`config.mk`:
```
export PLATFORM = sky130hd
export DESIGN_NAME = ccp_core
export DESIGN_NICKNAME = d
export VERILOG_FILES = /design/src/rtl/ccp_pkg.sv /design/src/rtl/ccp_sync.sv /design/src/rtl/ccp_tx_arb.sv /design/src/rtl/ccp_core.sv
export SDC_FILE = /design/constraint.sdc
export NUM_CORES = 1
export LEC_CHECK = 0
export BUFFER_PORTS_ARGS = -buffer_cell sky130_fd_sc_hd__buf_4
export CAP_MARGIN = 20
export CORE_ASPECT_RATIO = 2
export CORE_MARGIN = 1
export CORE_UTILIZATION = 40
export CTS_BUF_LIST = sky130_fd_sc_hd__clkbuf_16
export CTS_CLUSTER_DIAMETER = 40
export DETAILED_ROUTE_END_ITERATION = 7
export GPL_TIMING_DRIVEN = 0
export PLACE_DENSITY_LB_ADDON = 0.05
export SLEW_MARGIN = 0
export SYNTH_ARGS = -nofsm -noshare
export SYNTH_HDL_FRONTEND = slang
export SYNTH_HIERARCHICAL = 1
export SYNTH_SLANG_ARGS = --single-unit
```
`constraint.sdc`:
```
create_clock -name clock -period 7.4 [get_ports clock]
set_input_delay 0.37 -clock clock [delete_from_list [all_inputs] [get_ports clock]]
set_output_delay 0.37 -clock clock [all_outputs]
set_load 0.01 [all_outputs]
```
`src/rtl/ccp_pkg.sv`:
```
/*
  Constants, register map and carrier types of the dual CAN operating core.
  Assumes two controllers with three transmit buffers each and one system clock.
*/
package ccp_pkg;

  // ----------------------------------------------------------------
  // Sizes
  // ----------------------------------------------------------------
  localparam int NCTRL = 2;
  localparam int NBUF  = 3;

  // ----------------------------------------------------------------
  // Central status registers
  // ----------------------------------------------------------------
  localparam logic [31:0] CTX_ADDR   = 32'he004_0000;
  localparam logic [31:0] CRX_ADDR   = 32'he004_0004;
  localparam logic [31:0] CMISC_ADDR = 32'he004_0008;
  localparam int CTX_TS_LSB   = 0;
  localparam int CTX_TBS_LSB  = 8;
  localparam int CTX_TCS_LSB  = 16;
  localparam int CRX_RS_LSB   = 0;
  localparam int CRX_RB_LSB   = 8;
  localparam int CRX_DOS_LSB  = 16;
  localparam int CMS_ES_LSB   = 0;
  localparam int CMS_BUSY_LSB = 8;

  // ----------------------------------------------------------------
  // Per-controller registers
  // ----------------------------------------------------------------
  localparam logic [31:0] CTRL_BASE   = 32'he004_4000;
  localparam logic [31:0] CTRL_STRIDE = 32'h0000_4000;
  localparam logic [7:0]  OFS_MODE    = 8'h00;
  localparam logic [7:0]  OFS_IRQ     = 8'h04;
  localparam logic [7:0]  OFS_IEN     = 8'h08;
  localparam logic [7:0]  OFS_ERRCNT  = 8'h0c;
  localparam logic [7:0]  OFS_EWL     = 8'h10;
  localparam logic [7:0]  OFS_STATE   = 8'h14;
  localparam int MODE_HOLD_BIT = 0;
  localparam int MODE_RANK_BIT = 3;
  localparam int MODE_DOZE_BIT = 4;
  localparam int IRQ_WARN_BIT  = 0;
  localparam int IRQ_WAKE_BIT  = 1;
  localparam int IRQ_FAULT_BIT = 2;
  localparam int ERR_REC_LSB   = 0;
  localparam int ERR_TEC_LSB   = 8;
  localparam int ST_BOFF_BIT   = 0;
  localparam int ST_ES_BIT     = 1;
  localparam int ST_SLEEP_BIT  = 2;
  localparam int ST_RUN_BIT    = 3;
  localparam int ST_TEC_LSB    = 16;

  // ----------------------------------------------------------------
  // Fault confinement figures and reset values
  // ----------------------------------------------------------------
  localparam logic [7:0] TEC_MAX       = 8'hff;
  localparam logic [7:0] TEC_BOFF_LOAD = 8'h7f;
  localparam logic [7:0] TEC_STEP      = 8'h08;
  localparam logic [7:0] REC_STEP      = 8'h01;
  localparam logic [7:0] RECOVER_LAST  = 8'h7f;
  localparam logic [3:0] BUS_FREE_LAST = 4'ha;
  localparam logic [7:0] EWL_RESET     = 8'h60;
  localparam logic       HOLD_RESET    = 1'b1;

  // ----------------------------------------------------------------
  // Carriers
  // ----------------------------------------------------------------
  typedef struct packed {
    logic tx_err;
    logic rx_err;
    logic tx_ok;
    logic rx_ok;
    logic bit_tick;
  } ccp_evt_t;

  typedef struct packed {
    logic tx_in_progress;
    logic tx_buffers_free;
    logic tx_all_done;
    logic rx_in_progress;
    logic rx_msg_avail;
    logic rx_overrun;
  } ccp_gsr_t;

  localparam ccp_gsr_t GSR_RESET = '{1'b0, 1'b1, 1'b1, 1'b0, 1'b0, 1'b0};

  typedef struct packed {
    logic        en;
    logic [28:0] tx_ident;
    logic [7:0]  rank_field;
  } ccp_txbuf_t;

endpackage

```
`src/rtl/ccp_sync.sv`:
```
/*
  Three-stage input synchroniser with agreement filter.
  Assumes din is asynchronous to clock; dout changes only when stages two and three agree.
*/
`timescale 1ns/1ps
module ccp_sync #(
  parameter int           W    = 1,
  parameter logic [W-1:0] INIT = '0
) (
  // Clock and reset
  input  wire logic         clock,
  input  wire logic         sys_rst,
  // Data
  input  wire logic [W-1:0] din,
  output logic      [W-1:0] dout
);
  typedef struct packed {
    logic [W-1:0] s1;
    logic [W-1:0] s2;
    logic [W-1:0] s3;
    logic [W-1:0] q;
  } ccp_sync_st_t;

  ccp_sync_st_t st_r;
  ccp_sync_st_t st_nxt;

  always_comb
  begin
    st_nxt    = st_r;
    st_nxt.s1 = din;
    st_nxt.s2 = st_r.s1;
    st_nxt.s3 = st_r.s2;
    for (int i = 0; i < W; i++)
    begin
      if (st_r.s2[i] == st_r.s3[i])
        st_nxt.q[i] = st_r.s3[i];
    end
  end

  always_ff @(posedge clock)
  begin
    if (sys_rst)
      st_r <= '{INIT, INIT, INIT, INIT};
    else
      st_r <= st_nxt;
  end

  assign dout = st_r.q;
endmodule

```
`src/rtl/ccp_tx_arb.sv`:
```
/*
  Transmit buffer arbiter of one controller, purely combinational.
  Assumes the caller samples the result just before each message start.
*/
`timescale 1ns/1ps
module ccp_tx_arb (
  // Mode and buffers
  input  wire logic                         tx_rank_mode,
  input  ccp_pkg::ccp_txbuf_t [ccp_pkg::NBUF-1:0] bufs,
  // Result
  output logic                              win_vld,
  output logic [1:0]                        win_idx
);
  import ccp_pkg::*;

  logic [28:0] best;
  logic [28:0] key;

  always_comb
  begin
    best    = '0;
    key     = '0;
    win_vld = 1'b0;
    win_idx = 2'h0;
    for (int i = 0; i < NBUF; i++)
    begin
      key = tx_rank_mode ? {21'h0, bufs[i].rank_field} : bufs[i].tx_ident;
      if (bufs[i].en && (!win_vld || key < best))
      begin
        win_vld = 1'b1;
        win_idx = 2'(i);
        best    = key;
      end
    end
  end
endmodule

```
`src/rtl/ccp_core.sv`:
```
/*
  Dual CAN operating core: fault confinement, bus-off recovery, sleep and wake,
  interrupt grouping, transmit arbitration and central status registers.
  Assumes a protocol engine that supplies error/success pulses, a bit-time tick
  and status levels; software on a plain one-cycle register port.
*/
// Design decision made here: the plain strobed port.
// Contract
// - Count errors up, successes down
// - Overflow past 255 enters bus-off, flags
// - Bus-off loads tx count 127, rx zero
// - After hold release, 128 bus-frees count down
// - Recovery end clears bus-off, raises warn
// - Counter writes only while soft hold
// - Writing 255 to tx count forces bus-off
// - Writing 0-254 clears bus-off, one free
// - Sleep needs doze bit, no irq, idle
// - Doze settable only outside soft hold
// - Dominant bit or doze clear wakes
// - Bus wake waits one bus-free first
// - Doze set while busy wakes at once
// - Three requests; transmit ORs three buffers
// - Other requests and table fault ORed
// - Rank by identifier or rank field
// - Smallest value wins, lowest index ties
// - Choose buffer just before each message
// - Central registers read-only, mirror status
// - Central tx: busy, free, done bits
// - Central rx: busy, avail, overrun bits
// - Central misc bits 0-1 warning limit
// - Central misc bits 8-9 bus activity
`timescale 1ns/1ps
module ccp_core (
  // Clock and reset
  input  wire logic                                   clock,
  input  wire logic                                   sys_rst,
  // Register port
  input  wire logic [31:0]                            reg_addr,
  input  wire logic [31:0]                            reg_wdata,
  input  wire logic                                   reg_wr,
  input  wire logic                                   reg_rd,
  output logic      [31:0]                            reg_rdata,
  // Bus receive pins
  input  wire logic [ccp_pkg::NCTRL-1:0]              can_rx_pin,
  // Protocol engine
  input  ccp_pkg::ccp_evt_t [ccp_pkg::NCTRL-1:0]      eng_evt,
  input  ccp_pkg::ccp_gsr_t [ccp_pkg::NCTRL-1:0]      eng_gsr,
  input  wire logic [ccp_pkg::NCTRL-1:0]              msg_start,
  // Transmit buffers
  input  ccp_pkg::ccp_txbuf_t [ccp_pkg::NCTRL-1:0][ccp_pkg::NBUF-1:0] tx_buf,
  input  wire logic [ccp_pkg::NCTRL-1:0][ccp_pkg::NBUF-1:0] tx_buf_irq,
  // Other interrupt sources
  input  wire logic [ccp_pkg::NCTRL-1:0]              rx_irq_in,
  input  wire logic                                   lookup_table_fault,
  // Controller state
  output logic      [ccp_pkg::NCTRL-1:0]              ctrl_run,
  output logic      [ccp_pkg::NCTRL-1:0]              ctrl_sleeping,
  output logic      [ccp_pkg::NCTRL-1:0]              tx_pick_vld,
  output logic      [ccp_pkg::NCTRL-1:0][1:0]         tx_pick_idx,
  // Interrupt requests
  output logic      [ccp_pkg::NCTRL-1:0]              irq_rx,
  output logic      [ccp_pkg::NCTRL-1:0]              irq_tx,
  output logic                                        irq_other
);
  import ccp_pkg::*;

  // ----------------------------------------------------------------
  // Types and decode
  // ----------------------------------------------------------------
  typedef struct packed {
    logic       soft_hold_bit;
    logic       tx_rank_mode;
    logic       doze_request_bit;
    logic       sleeping;
    logic       bus_off_flag;
    logic       hold_free;
    logic       error_limit_flag;
    logic       error_warn_irq;
    logic       wake_flag;
    logic       bus_fault_irq;
    logic       error_warn_irq_en;
    logic       wake_irq_en;
    logic       bus_fault_irq_en;
    logic [7:0] tec;
    logic [7:0] rec;
    logic [7:0] error_warn_limit;
    logic [7:0] rcv_cnt;
    logic [3:0] idle_cnt;
    logic       idle;
    logic       pick_vld;
    logic [1:0] pick_idx;
  } ccp_ctl_t;

  typedef struct packed {
    logic [31:0]                rdata;
    ccp_gsr_t [NCTRL-1:0]       gsr;
  } ccp_top_t;

  function automatic logic ctl_hit(input logic [31:0] addr, input int idx,
                                   input logic [7:0] ofs);
    ctl_hit = (addr == CTRL_BASE + CTRL_STRIDE * 32'(idx) + {24'h0, ofs});
  endfunction

  ccp_ctl_t             st_q [NCTRL];
  logic [NCTRL-1:0]     rx_s;
  logic [NCTRL-1:0]     other_req;

  // ----------------------------------------------------------------
  // Pin synchroniser
  // ----------------------------------------------------------------
  ccp_sync #(
    .W    (NCTRL),
    .INIT ({NCTRL{1'b1}})
  ) u_rx_sync (
    .clock   (clock),
    .sys_rst (sys_rst),
    .din     (can_rx_pin),
    .dout    (rx_s)
  );

  // ----------------------------------------------------------------
  // Per-controller core
  // ----------------------------------------------------------------
  for (genvar g = 0; g < NCTRL; g++)
  begin : g_ctl
    ccp_ctl_t   st_r;
    ccp_ctl_t   st_nxt;
    logic       win_vld;
    logic [1:0] win_idx;
    logic       bus_free;
    logic       pending;
    logic       boff_enter;
    logic       run;
    logic       w_mode;
    logic       w_irq;
    logic       w_ien;
    logic       w_err;
    logic       w_ewl;
    logic [7:0] w_tec;

    ccp_tx_arb u_arb (
      .tx_rank_mode (st_r.tx_rank_mode),
      .bufs         (tx_buf[g]),
      .win_vld      (win_vld),
      .win_idx      (win_idx)
    );

    assign w_mode = reg_wr && ctl_hit(reg_addr, g, OFS_MODE);
    assign w_irq  = reg_wr && ctl_hit(reg_addr, g, OFS_IRQ);
    assign w_ien  = reg_wr && ctl_hit(reg_addr, g, OFS_IEN);
    assign w_err  = reg_wr && ctl_hit(reg_addr, g, OFS_ERRCNT);
    assign w_ewl  = reg_wr && ctl_hit(reg_addr, g, OFS_EWL);
    assign w_tec  = reg_wdata[ERR_TEC_LSB +: 8];
    assign run    = !st_r.soft_hold_bit && !st_r.bus_off_flag;
    // Eleven recessive bit times in a row
    assign bus_free = eng_evt[g].bit_tick && rx_s[g] && (st_r.idle_cnt == BUS_FREE_LAST);
    assign pending  = other_req[g] || irq_rx[g] || irq_tx[g];

    always_comb
    begin
      st_nxt     = st_r;
      boff_enter = 1'b0;

      // Idle detection restarts after each bus-free
      if (eng_evt[g].bit_tick)
      begin
        if (!rx_s[g])
        begin
          st_nxt.idle_cnt = 4'h0;
          st_nxt.idle     = 1'b0;
        end
        else if (bus_free)
        begin
          st_nxt.idle_cnt = 4'h0;
          st_nxt.idle     = 1'b1;
        end
        else
          st_nxt.idle_cnt = st_r.idle_cnt + 4'h1;
      end

      // Clears first so that hardware sets below win
      if (w_irq)
      begin
        if (reg_wdata[IRQ_WARN_BIT])
          st_nxt.error_warn_irq = 1'b0;
        if (reg_wdata[IRQ_WAKE_BIT])
          st_nxt.wake_flag = 1'b0;
        if (reg_wdata[IRQ_FAULT_BIT])
          st_nxt.bus_fault_irq = 1'b0;
      end
      if (w_ien)
      begin
        st_nxt.error_warn_irq_en = reg_wdata[IRQ_WARN_BIT];
        st_nxt.wake_irq_en       = reg_wdata[IRQ_WAKE_BIT];
        st_nxt.bus_fault_irq_en  = reg_wdata[IRQ_FAULT_BIT];
      end
      if (w_ewl)
        st_nxt.error_warn_limit = reg_wdata[7:0];

      if (w_mode)
      begin
        st_nxt.soft_hold_bit = reg_wdata[MODE_HOLD_BIT];
        st_nxt.tx_rank_mode  = reg_wdata[MODE_RANK_BIT];
        if (!reg_wdata[MODE_DOZE_BIT])
        begin
          st_nxt.doze_request_bit = 1'b0;
          if (st_r.sleeping)
          begin
            st_nxt.sleeping = 1'b0;
            if (st_r.wake_irq_en)
              st_nxt.wake_flag = 1'b1;
          end
        end
        else if (!st_r.soft_hold_bit)
        begin
          // busy or pending wakes at once
          if (pending || !st_r.idle)
          begin
            st_nxt.doze_request_bit = 1'b0;
            if (st_r.wake_irq_en)
              st_nxt.wake_flag = 1'b1;
          end
          else
            st_nxt.doze_request_bit = 1'b1;
        end
      end

      if (st_nxt.doze_request_bit && st_r.doze_request_bit && !st_r.sleeping && !pending && st_r.idle)
        st_nxt.sleeping = 1'b1;
      // dominant bit wakes, then wait for bus-free
      if (st_r.sleeping && !rx_s[g])
      begin
        st_nxt.sleeping         = 1'b0;
        st_nxt.doze_request_bit = 1'b0;
        st_nxt.hold_free        = 1'b1;
        if (st_r.wake_irq_en)
          st_nxt.wake_flag = 1'b1;
      end

      if (run)
      begin
        if (eng_evt[g].tx_err)
        begin
          // no room left above the counter
          if (st_r.tec > TEC_MAX - TEC_STEP)
            boff_enter = 1'b1;
          else
            st_nxt.tec = st_r.tec + TEC_STEP;
        end
        else if (eng_evt[g].tx_ok && st_r.tec != 8'h00)
          st_nxt.tec = st_r.tec - 8'h01;
        if (eng_evt[g].rx_err && st_r.rec != TEC_MAX)
          st_nxt.rec = st_r.rec + REC_STEP;
        else if (eng_evt[g].rx_ok && st_r.rec != 8'h00)
          st_nxt.rec = st_r.rec - 8'h01;
      end

      // counters writable in soft hold only
      if (w_err && st_r.soft_hold_bit)
      begin
        st_nxt.rec = reg_wdata[ERR_REC_LSB +: 8];
        if (w_tec == TEC_MAX)
          boff_enter = 1'b1;
        else
        begin
          st_nxt.tec = w_tec;
          if (st_r.bus_off_flag)
          begin
            st_nxt.bus_off_flag = 1'b0;
            st_nxt.hold_free    = 1'b1;
          end
        end
      end

      if (st_r.bus_off_flag && !st_r.soft_hold_bit && bus_free)
      begin
        st_nxt.rcv_cnt = st_r.rcv_cnt + 8'h01;
        if (st_r.tec != 8'h00)
          st_nxt.tec = st_r.tec - 8'h01;
        if (st_r.rcv_cnt == RECOVER_LAST)
        begin
          st_nxt.bus_off_flag     = 1'b0;
          st_nxt.error_limit_flag = 1'b0;
          st_nxt.tec              = 8'h00;
          if (st_r.error_warn_irq_en)
            st_nxt.error_warn_irq = 1'b1;
        end
      end

      if (st_r.hold_free && run && bus_free)
        st_nxt.hold_free = 1'b0;

      if (boff_enter)
      begin
        st_nxt.bus_off_flag  = 1'b1;
        st_nxt.soft_hold_bit = 1'b1;
        st_nxt.tec           = TEC_BOFF_LOAD;
        st_nxt.rec           = 8'h00;
        st_nxt.rcv_cnt       = 8'h00;
        st_nxt.hold_free     = 1'b0;
        if (st_r.bus_fault_irq_en)
          st_nxt.bus_fault_irq = 1'b1;
        if (st_r.error_warn_irq_en)
          st_nxt.error_warn_irq = 1'b1;
      end

      // Warning level tracks the counters outside bus-off
      if (!st_nxt.bus_off_flag)
        st_nxt.error_limit_flag = (st_nxt.tec >= st_r.error_warn_limit) ||
                                  (st_nxt.rec >= st_r.error_warn_limit);
      else
        st_nxt.error_limit_flag = 1'b1;
      if (st_nxt.error_limit_flag != st_r.error_limit_flag && st_r.error_warn_irq_en)
        st_nxt.error_warn_irq = 1'b1;

      // latch the winner at each message start
      if (msg_start[g])
      begin
        st_nxt.pick_vld = win_vld;
        st_nxt.pick_idx = win_idx;
      end
    end

    always_ff @(posedge clock)
    begin
      if (sys_rst)
      begin
        st_r                  <= '0;
        st_r.soft_hold_bit    <= HOLD_RESET;
        st_r.error_warn_limit <= EWL_RESET;
        st_r.idle             <= 1'b1;
      end
      else
        st_r <= st_nxt;
    end

    assign st_q[g]          = st_r;
    assign ctrl_run[g]      = run && !st_r.hold_free && !st_r.sleeping;
    assign ctrl_sleeping[g] = st_r.sleeping;
    assign tx_pick_vld[g]   = st_r.pick_vld;
    assign tx_pick_idx[g]   = st_r.pick_idx;
    assign irq_rx[g]        = rx_irq_in[g];
    assign irq_tx[g]        = |tx_buf_irq[g];
    assign other_req[g]     = st_r.error_warn_irq || st_r.wake_flag || st_r.bus_fault_irq;
  end
  // one shared line for other status
  assign irq_other = (|other_req) || lookup_table_fault;

  // ----------------------------------------------------------------
  // Register read and central status
  // ----------------------------------------------------------------
  ccp_top_t top_r;
  ccp_top_t top_nxt;

  // Whole word always returned; narrower reads take their lanes from it
  always_comb
  begin
    top_nxt       = top_r;
    top_nxt.gsr   = eng_gsr;
    top_nxt.rdata = 32'h0;
    if (reg_rd)
    begin
      for (int i = 0; i < NCTRL; i++)
      begin
        if (reg_addr == CTX_ADDR)
        begin
          top_nxt.rdata[CTX_TS_LSB + i]  = top_r.gsr[i].tx_in_progress;
          top_nxt.rdata[CTX_TBS_LSB + i] = top_r.gsr[i].tx_buffers_free;
          top_nxt.rdata[CTX_TCS_LSB + i] = top_r.gsr[i].tx_all_done;
        end
        if (reg_addr == CRX_ADDR)
        begin
          top_nxt.rdata[CRX_RS_LSB + i]  = top_r.gsr[i].rx_in_progress;
          top_nxt.rdata[CRX_RB_LSB + i]  = top_r.gsr[i].rx_msg_avail;
          top_nxt.rdata[CRX_DOS_LSB + i] = top_r.gsr[i].rx_overrun;
        end
        if (reg_addr == CMISC_ADDR)
        begin
          top_nxt.rdata[CMS_ES_LSB + i]   = st_q[i].error_limit_flag;
          top_nxt.rdata[CMS_BUSY_LSB + i] = !st_q[i].idle;
        end
        if (ctl_hit(reg_addr, i, OFS_MODE))
        begin
          top_nxt.rdata[MODE_HOLD_BIT] = st_q[i].soft_hold_bit;
          top_nxt.rdata[MODE_RANK_BIT] = st_q[i].tx_rank_mode;
          top_nxt.rdata[MODE_DOZE_BIT] = st_q[i].doze_request_bit;
        end
        if (ctl_hit(reg_addr, i, OFS_IRQ))
        begin
          top_nxt.rdata[IRQ_WARN_BIT]  = st_q[i].error_warn_irq;
          top_nxt.rdata[IRQ_WAKE_BIT]  = st_q[i].wake_flag;
          top_nxt.rdata[IRQ_FAULT_BIT] = st_q[i].bus_fault_irq;
        end
        if (ctl_hit(reg_addr, i, OFS_IEN))
        begin
          top_nxt.rdata[IRQ_WARN_BIT]  = st_q[i].error_warn_irq_en;
          top_nxt.rdata[IRQ_WAKE_BIT]  = st_q[i].wake_irq_en;
          top_nxt.rdata[IRQ_FAULT_BIT] = st_q[i].bus_fault_irq_en;
        end
        if (ctl_hit(reg_addr, i, OFS_ERRCNT))
        begin
          top_nxt.rdata[ERR_REC_LSB +: 8] = st_q[i].rec;
          top_nxt.rdata[ERR_TEC_LSB +: 8] = st_q[i].tec;
        end
        if (ctl_hit(reg_addr, i, OFS_EWL))
          top_nxt.rdata[7:0] = st_q[i].error_warn_limit;
        if (ctl_hit(reg_addr, i, OFS_STATE))
        begin
          top_nxt.rdata[ST_BOFF_BIT]      = st_q[i].bus_off_flag;
          top_nxt.rdata[ST_ES_BIT]        = st_q[i].error_limit_flag;
          top_nxt.rdata[ST_SLEEP_BIT]     = st_q[i].sleeping;
          top_nxt.rdata[ST_RUN_BIT]       = ctrl_run[i];
          top_nxt.rdata[ST_TEC_LSB +: 8]  = st_q[i].tec;
        end
      end
    end
  end

  always_ff @(posedge clock)
  begin
    if (sys_rst)
      top_r <= '{32'h0, {NCTRL{GSR_RESET}}};
    else
      top_r <= top_nxt;
  end

  assign reg_rdata = top_r.rdata;
endmodule

```
# Yosys cells after proc, flatten, opt, wreduce, memory -nomap -nowiden
# Index checks and enable logic that the tools add are counted.
# word_totals
input_bits	331
out_inout_bits	47
word_cells	382
reg_bits	158
# op_classes
n_lt_le_gt_ge	10
eq_ne	30
bitwise	1
n_reduce_logical	107
n_addsub	12
muxes	161
# ops
op	count
== test 32 bit, second input constant	15
2-to-1 mux 29 bit	10
2-to-1 mux 8 bit	22
2-to-1 mux 16 bit	8
less-than comparator 29 bit	4
2-to-1 mux 1 bit	97
logical AND 1 bit	52
adder 8 x 1 -> 8 bit, second input constant	4
greater-or-equal comparator 8 bit	4
nonzero test 8 bit	4
subtractor 8 x 1 -> 8 bit, second input constant	4
2-to-1 mux 2 bit	12
logical NOT 1 bit	18
2-to-1 mux 3 bit	6
logical OR 1 bit	17
adder 8 x 4 -> 8 bit, second input constant	2
== test 8 x 7 -> 1 bit, second input constant	2
greater-than comparator 8 bit, second input constant	2
2-to-1 mux 4 bit	4
inequality test 8 bit, second input constant	2
OR reduction 2 bit	6
OR reduction 3 bit	4
2-to-1 mux 5 bit	2
adder 4 x 1 -> 4 bit, second input constant	2
other kinds (9)	18

# Logic depth before layout (Yosys ltp)
# logic_depth
word_depth	18
ltp_mapped	25
depth_no_buf	21

# By module
# Netlist, hierarchy kept.
# modules_own_cells
mod	seq_area_each_um2	cells_each	area_each_um2	n_inst
ccp_core	2842.7	1185	9285.2	1
ccp_tx_arb (g_ctl[1].u_arb)	0.0	319	2459.9	1
ccp_tx_arb (g_ctl[0].u_arb)	0.0	308	2391.0	1
ccp_sync	160.2	22	245.2	1

# Worst setup path after synthesis
# No wires, ideal clock.
# synth_path
kind	register to register
start	register g_ctl[0].st_r[51] in the netlist's numbering
end	register g_ctl[0].st_r, in the netlist tx_pick_idx[1]
required_time_ps	7272
setup_ps	128
path_slack_ps	2329
period_less_slack_ps	5071
arrival_time_ps	4944
path_stages_with_launch	21
n_path_buf	3
path_cell_list	dfxtp_1 -> clkbuf_1 -> clkbuf_1 -> mux2_2 -> ha_1 -> a21o_1 -> a221o_1 -> a221o_1 -> o21a_4 -> o21ai_4 -> buf_6 -> a32oi_2 -> ha_1 -> o21a_1 -> o21ai_0 -> a2111o_1 -> a2111oi_0 -> o22ai_1 -> a31o_2 -> mux2i_1 -> nor2_1
# synth_via
elab_chain_len	10
word_cells_on_any_way	14
classes_between	order compare (2); mux (7); reduce/logical (5)
# synth_rtl
item	line_no	source
from (decl)	ccp_core.sv:126	ccp_ctl_t st_r;
from (signal assigned)	ccp_core.sv:334	st_r <= st_nxt;
2-to-1 mux 29 bit	ccp_tx_arb.sv:27	key = tx_rank_mode ? {21'h0, bufs[i].rank_field} : bufs[i].tx_ident;
2-to-1 mux 29 bit	ccp_tx_arb.sv:28	if (bufs[i].en && (!win_vld || key < best))
less-than comparator 29 bit	ccp_tx_arb.sv:28	
logical OR 1 bit	ccp_tx_arb.sv:28	
logical AND 1 bit	ccp_tx_arb.sv:28	
2-to-1 mux 29 bit / 2-to-1 mux 1 bit (equally long branches)	ccp_tx_arb.sv:28	
less-than comparator 29 bit / logical NOT 1 bit (equally long branches)	ccp_tx_arb.sv:28	
logical OR 1 bit *	ccp_tx_arb.sv:28	
logical AND 1 bit *	ccp_tx_arb.sv:28	
2-to-1 mux 2 bit *	ccp_tx_arb.sv:28	
net g_ctl[0].win_idx[1]	ccp_core.sv:129	logic [1:0] win_idx;
# Mark *: on every way through the listed nets, which the timed path passes. The rest lies on a longest branch.
# A chain may end at the register's enable or synchronous reset.

# Worst setup path in the final report
# layout_path
start	register g_ctl[0].st_r[51] in the netlist's numbering
end	register g_ctl[0].st_r, in the netlist tx_pick_idx[0]
# layout_via
elab_chain_len	10
word_cells_on_any_way	15
classes_between	order compare (2); mux (8); reduce/logical (5)
# layout_rtl
item	line_no
2-to-1 mux 29 bit	ccp_tx_arb.sv:27
2-to-1 mux 29 bit	ccp_tx_arb.sv:28
less-than comparator 29 bit	ccp_tx_arb.sv:28
logical OR 1 bit	ccp_tx_arb.sv:28
logical AND 1 bit	ccp_tx_arb.sv:28
2-to-1 mux 29 bit / 2-to-1 mux 1 bit (equally long branches)	ccp_tx_arb.sv:28
less-than comparator 29 bit / logical NOT 1 bit (equally long branches)	ccp_tx_arb.sv:28
logical OR 1 bit	ccp_tx_arb.sv:28
logical AND 1 bit	ccp_tx_arb.sv:28
2-to-1 mux 2 bit *	ccp_tx_arb.sv:28
net g_ctl[0].win_idx[0]	ccp_core.sv:129
# Marks and branches as above.

==> flow_summary.json <==
{
  "num-nets-final": 2703,
  "worstPathRequired_ns": 7.71,
  "timing.critical_path.to_type": "flip-flop",
  "power.share.switching": 0.312,
  "die_w_um": 136,
  "synth-seq-area-share": 0.209,
  "critical_path.max_fanout": 10,
  "cts-buffers-inserted": 17,
  "grt_max_degree": 18,
  "number_of_buffers_added_for_setup_after_cts": 0,
  "seq_power_share": 0.359,
  "topRoutingLayerUsed": "met4",
  "cts.repair.resized": 0,
  "power.clock.fraction": 0.397,
  "worst_margin_pin_slew_ns": 1.19,
  "holdBufCountCts": 0,
  "multi_input_area_um2": 10300,
  "initial_util": 0.409,
  "finalWirelength_mm": 60.0,
  "ant_nets": 0,
  "synth_area_per_cell_um2": 7.84,
  "achievable-frequency_mhz": 143,
  "clock_path_buffers": 2,
  "maxCapViolations": 0,
  "detail_route.first_pass.iterations": 7,
  "met2RoutedLength_mm": 33.1,
  "seqCellArea_um2": 3000,
  "post_dp_cell_area_um2": 17600,
  "register_clock_pin_slew_on_the_reported_worst_setup_and_hold_paths_ns": 0.07,
  "ys.warnings.count": 6,
  "timing_hold_violations_final": 0,
  "period_minus_slack_ns": 7.01,
  "synth.top_cells.by_count": "ha_1, nor2_1, dfxtp_1",
  "syn_area_um2": 14400,
  "final_area_um2": 18200,
  "global_route_wire_length_before_repair_mm": 87.8,
  "outcome": "finished clean",
  "leakage_power_of_the_design_nw": 8.01,
  "global_route.usage.total": 0.323,
  "synth_area_leader_cell": "dfxtp_1",
  "routabilityCongestion": 0.987,
  "numClockSinks": 150,
  "timing.final.setup_violations": 0,
  "met1_length_mm": 18.1,
  "grt_antenna_before_repair": 1,
  "cts-root-buf": "clkbuf_16",
  "setup-tns-final_ns": 0,
  "synth_edf_count": 0,
  "met3WireLength_mm": 3.17,
  "final.hold.worst_slack_ns": 0.0940,
  "dr_total_vias": 15500,
  "holdCritPathClass": "in -> reg",
  "post-synth-top-area-fraction": 0.209,
  "placementRows": 97,
  "tritoncts": "done",
  "yosysUniqueCellTypes": 95,
  "postSynthCellCount": 1834,
  "drive_gt1_frac": 0.235,
  "routed_via_density": 5.80,
  "layout_worst_path_cycle_share": 0.948,
  "pwr_density_cell_nw_per_um2": 126,
  "io-pin-count": 378,
  "finalClockSkew_ns": 0.00773,
  "design.die.area_um2": 36800,
  "switching_power_w": 0.000714,
  "power.combinational.fraction": 0.244,
  "h-tree-depth": 4,
  "grt_pass1_vias": 15900,
  "max_slew_violation_count": 0,
  "first_iter_violations": 848,
  "unrepaired_setup_endpoints_after_global_routing": "no",
  "portBuffers": 343,
  "die_height_um": 270,
  "worst_slew_margin_relative_to_its_limit": 0.197,
  "final.fill_count": 3519,
  "insertion_delay_ns": 0.45,
  "ys_seq_elements": 150,
  "cell_internal_pwr_w": 0.00158,
  "critical_path_class": "reg -> reg",
  "yosysMostFrequentCell": "ha_1",
  "worstSetupStartpointType": "flip-flop",
  "gr-total-overflow": 0,
  "synthArstFlopShare": 0,
  "layout-area-overhead-vs-synth_pct": 26.5,
  "place.detailed.hpwl_mm": 50.6,
  "floorplan.core_area_um2": 35200,
  "cp.arrival_ns": 7.32,
  "drt_drc_violations_left": 0,
  "routedWlPerCell_um": 22.5,
  "synthFlopType": "dfxtp_1",
  "post_synth_main_area_contributors": "dfxtp_1, ha_1, mux2i_1, nor2b_1, nor2_1",
  "ir_drop_uv": 167
}
==> area by class of cell <==
cell class              count  share of cell area
well taps                 445              0.0306
diodes                      1            0.000138
clock buffers              17              0.0234
multi-input cells        1460               0.566
repair buffers            349               0.144
plain buffers             150              0.0440
flip-flops and latches    150               0.165
inverters                  81              0.0167
clock inverters            15             0.00997
==> critical path, stage by stage, from the launching register on <==
cell       delay (ns)
dfxtp_1          0.50
clkbuf_1         0.45
clkbuf_1         0.54
nor2b_1          0.14
ha_1             0.35
nand4_1          0.18
nor4_1           1.04
o21ai_2          0.17
a21boi_0         0.71
o21ai_0          0.29
ha_1             0.36
a211oi_1         0.22
o21ai_0          0.15
a221oi_1         0.81
a2111oi_0        0.27
o22ai_1          0.34
a311oi_1         0.09
mux2i_1          0.17
nor2_1           0.06
==> final timing paths <==
| path | start | to | slack (ns) | depth (start not counted) |
|---|---|---|---|---|
| worst max-delay path | g_ctl[0].st_r[51] | tx_pick_idx[0] | 0.39 | 18 |
| worst min-delay path | can_rx_pin[1] | u_rx_sync/st_nxt[5] | 0.09 | 2 |
| worst max register to register | g_ctl[0].st_r[51] | tx_pick_idx[0] | 0.39 | 18 |
| worst min register to register | u_rx_sync/st_nxt[5] | u_rx_sync/st_nxt[3] | 0.41 | 1 |
==> placed cells by master, fill, tap and decap left out, drive strengths merged, types with 14 or more instances in the layout <==
cell type	n
clkbuf	100
a211oi	24
xor2	28
o211ai	19
inv	89
or4	14
nand3	31
nor3	43
nor2b	104
dfxtp	150
nand4	50
a21o	24
a21oi	101
nor2	159
a32oi	29
mux2i	67
xnor2	14
ha	163
buf	415
or2	21
mux2	46
and3	18
a22oi	21
nor4	22
o21ai	69
nand2	151
or3	24
nand2b	19
and2	38
==> stage by stage <==
step           power, W   util  cells  setup slack, ns
6_report        0.00229  0.517   2668            0.387
5_1_grt         0.00239  0.517   2668            0.224
4_1_cts         0.00230  0.517   2667            0.496
3_5_place_dp    0.00140  0.500   2635            0.526
3_3_place_gp    0.00139  0.498   2629            0.567
2_1_floorplan   0.00114      -   1841             2.33
==> metal layers <==
metal,up-vias,track usage
met4,0,0.278
met1,7172,0.259
met3,240,0.0531
met2,657,0.640
li1,7416,-
met5,-,0
==> registers in the layout (all words and copies together) (netlist names) <==
register	flops
u_rx_sync/dout	2
u_rx_sync/st_r	2
ctrl_sleeping	2
top_r	12
g_ctl.st_r	98
tx_pick_idx	4
tx_pick_vld	2
reg_rdata	24
u_rx_sync/st_nxt	4
==> cell families (layout without fill, tap and decap cells) <==
group / Yosys count / after routing / share of synthesized area
compound gates: 412 / 412 / 0.200
xor+xnor: 42 / 42 / 0.0256
fa+ha+maj: 163 / 163 / 0.142
buf+inv: 231 / 612 / 0.0768
flops: 150 / 150 / 0.209
mux: 113 / 113 / 0.0827
other cells: 1 / 9 / 0.000261
simple gates: 722 / 722 / 0.264
==> power by group through the flow <==
stage	clock, W	sequential (W)	combinational [W]
after global routing	0.000951	0.000821	0.000613
after global placement	0	0.000839	0.000548
final	0.000909	0.000821	0.000560
after detailed placement	0	0.000839	0.000556
after floorplan	0	0.000838	0.000302
after CTS	0.000919	0.000821	0.000559
(Power assumes the default switching activity.)
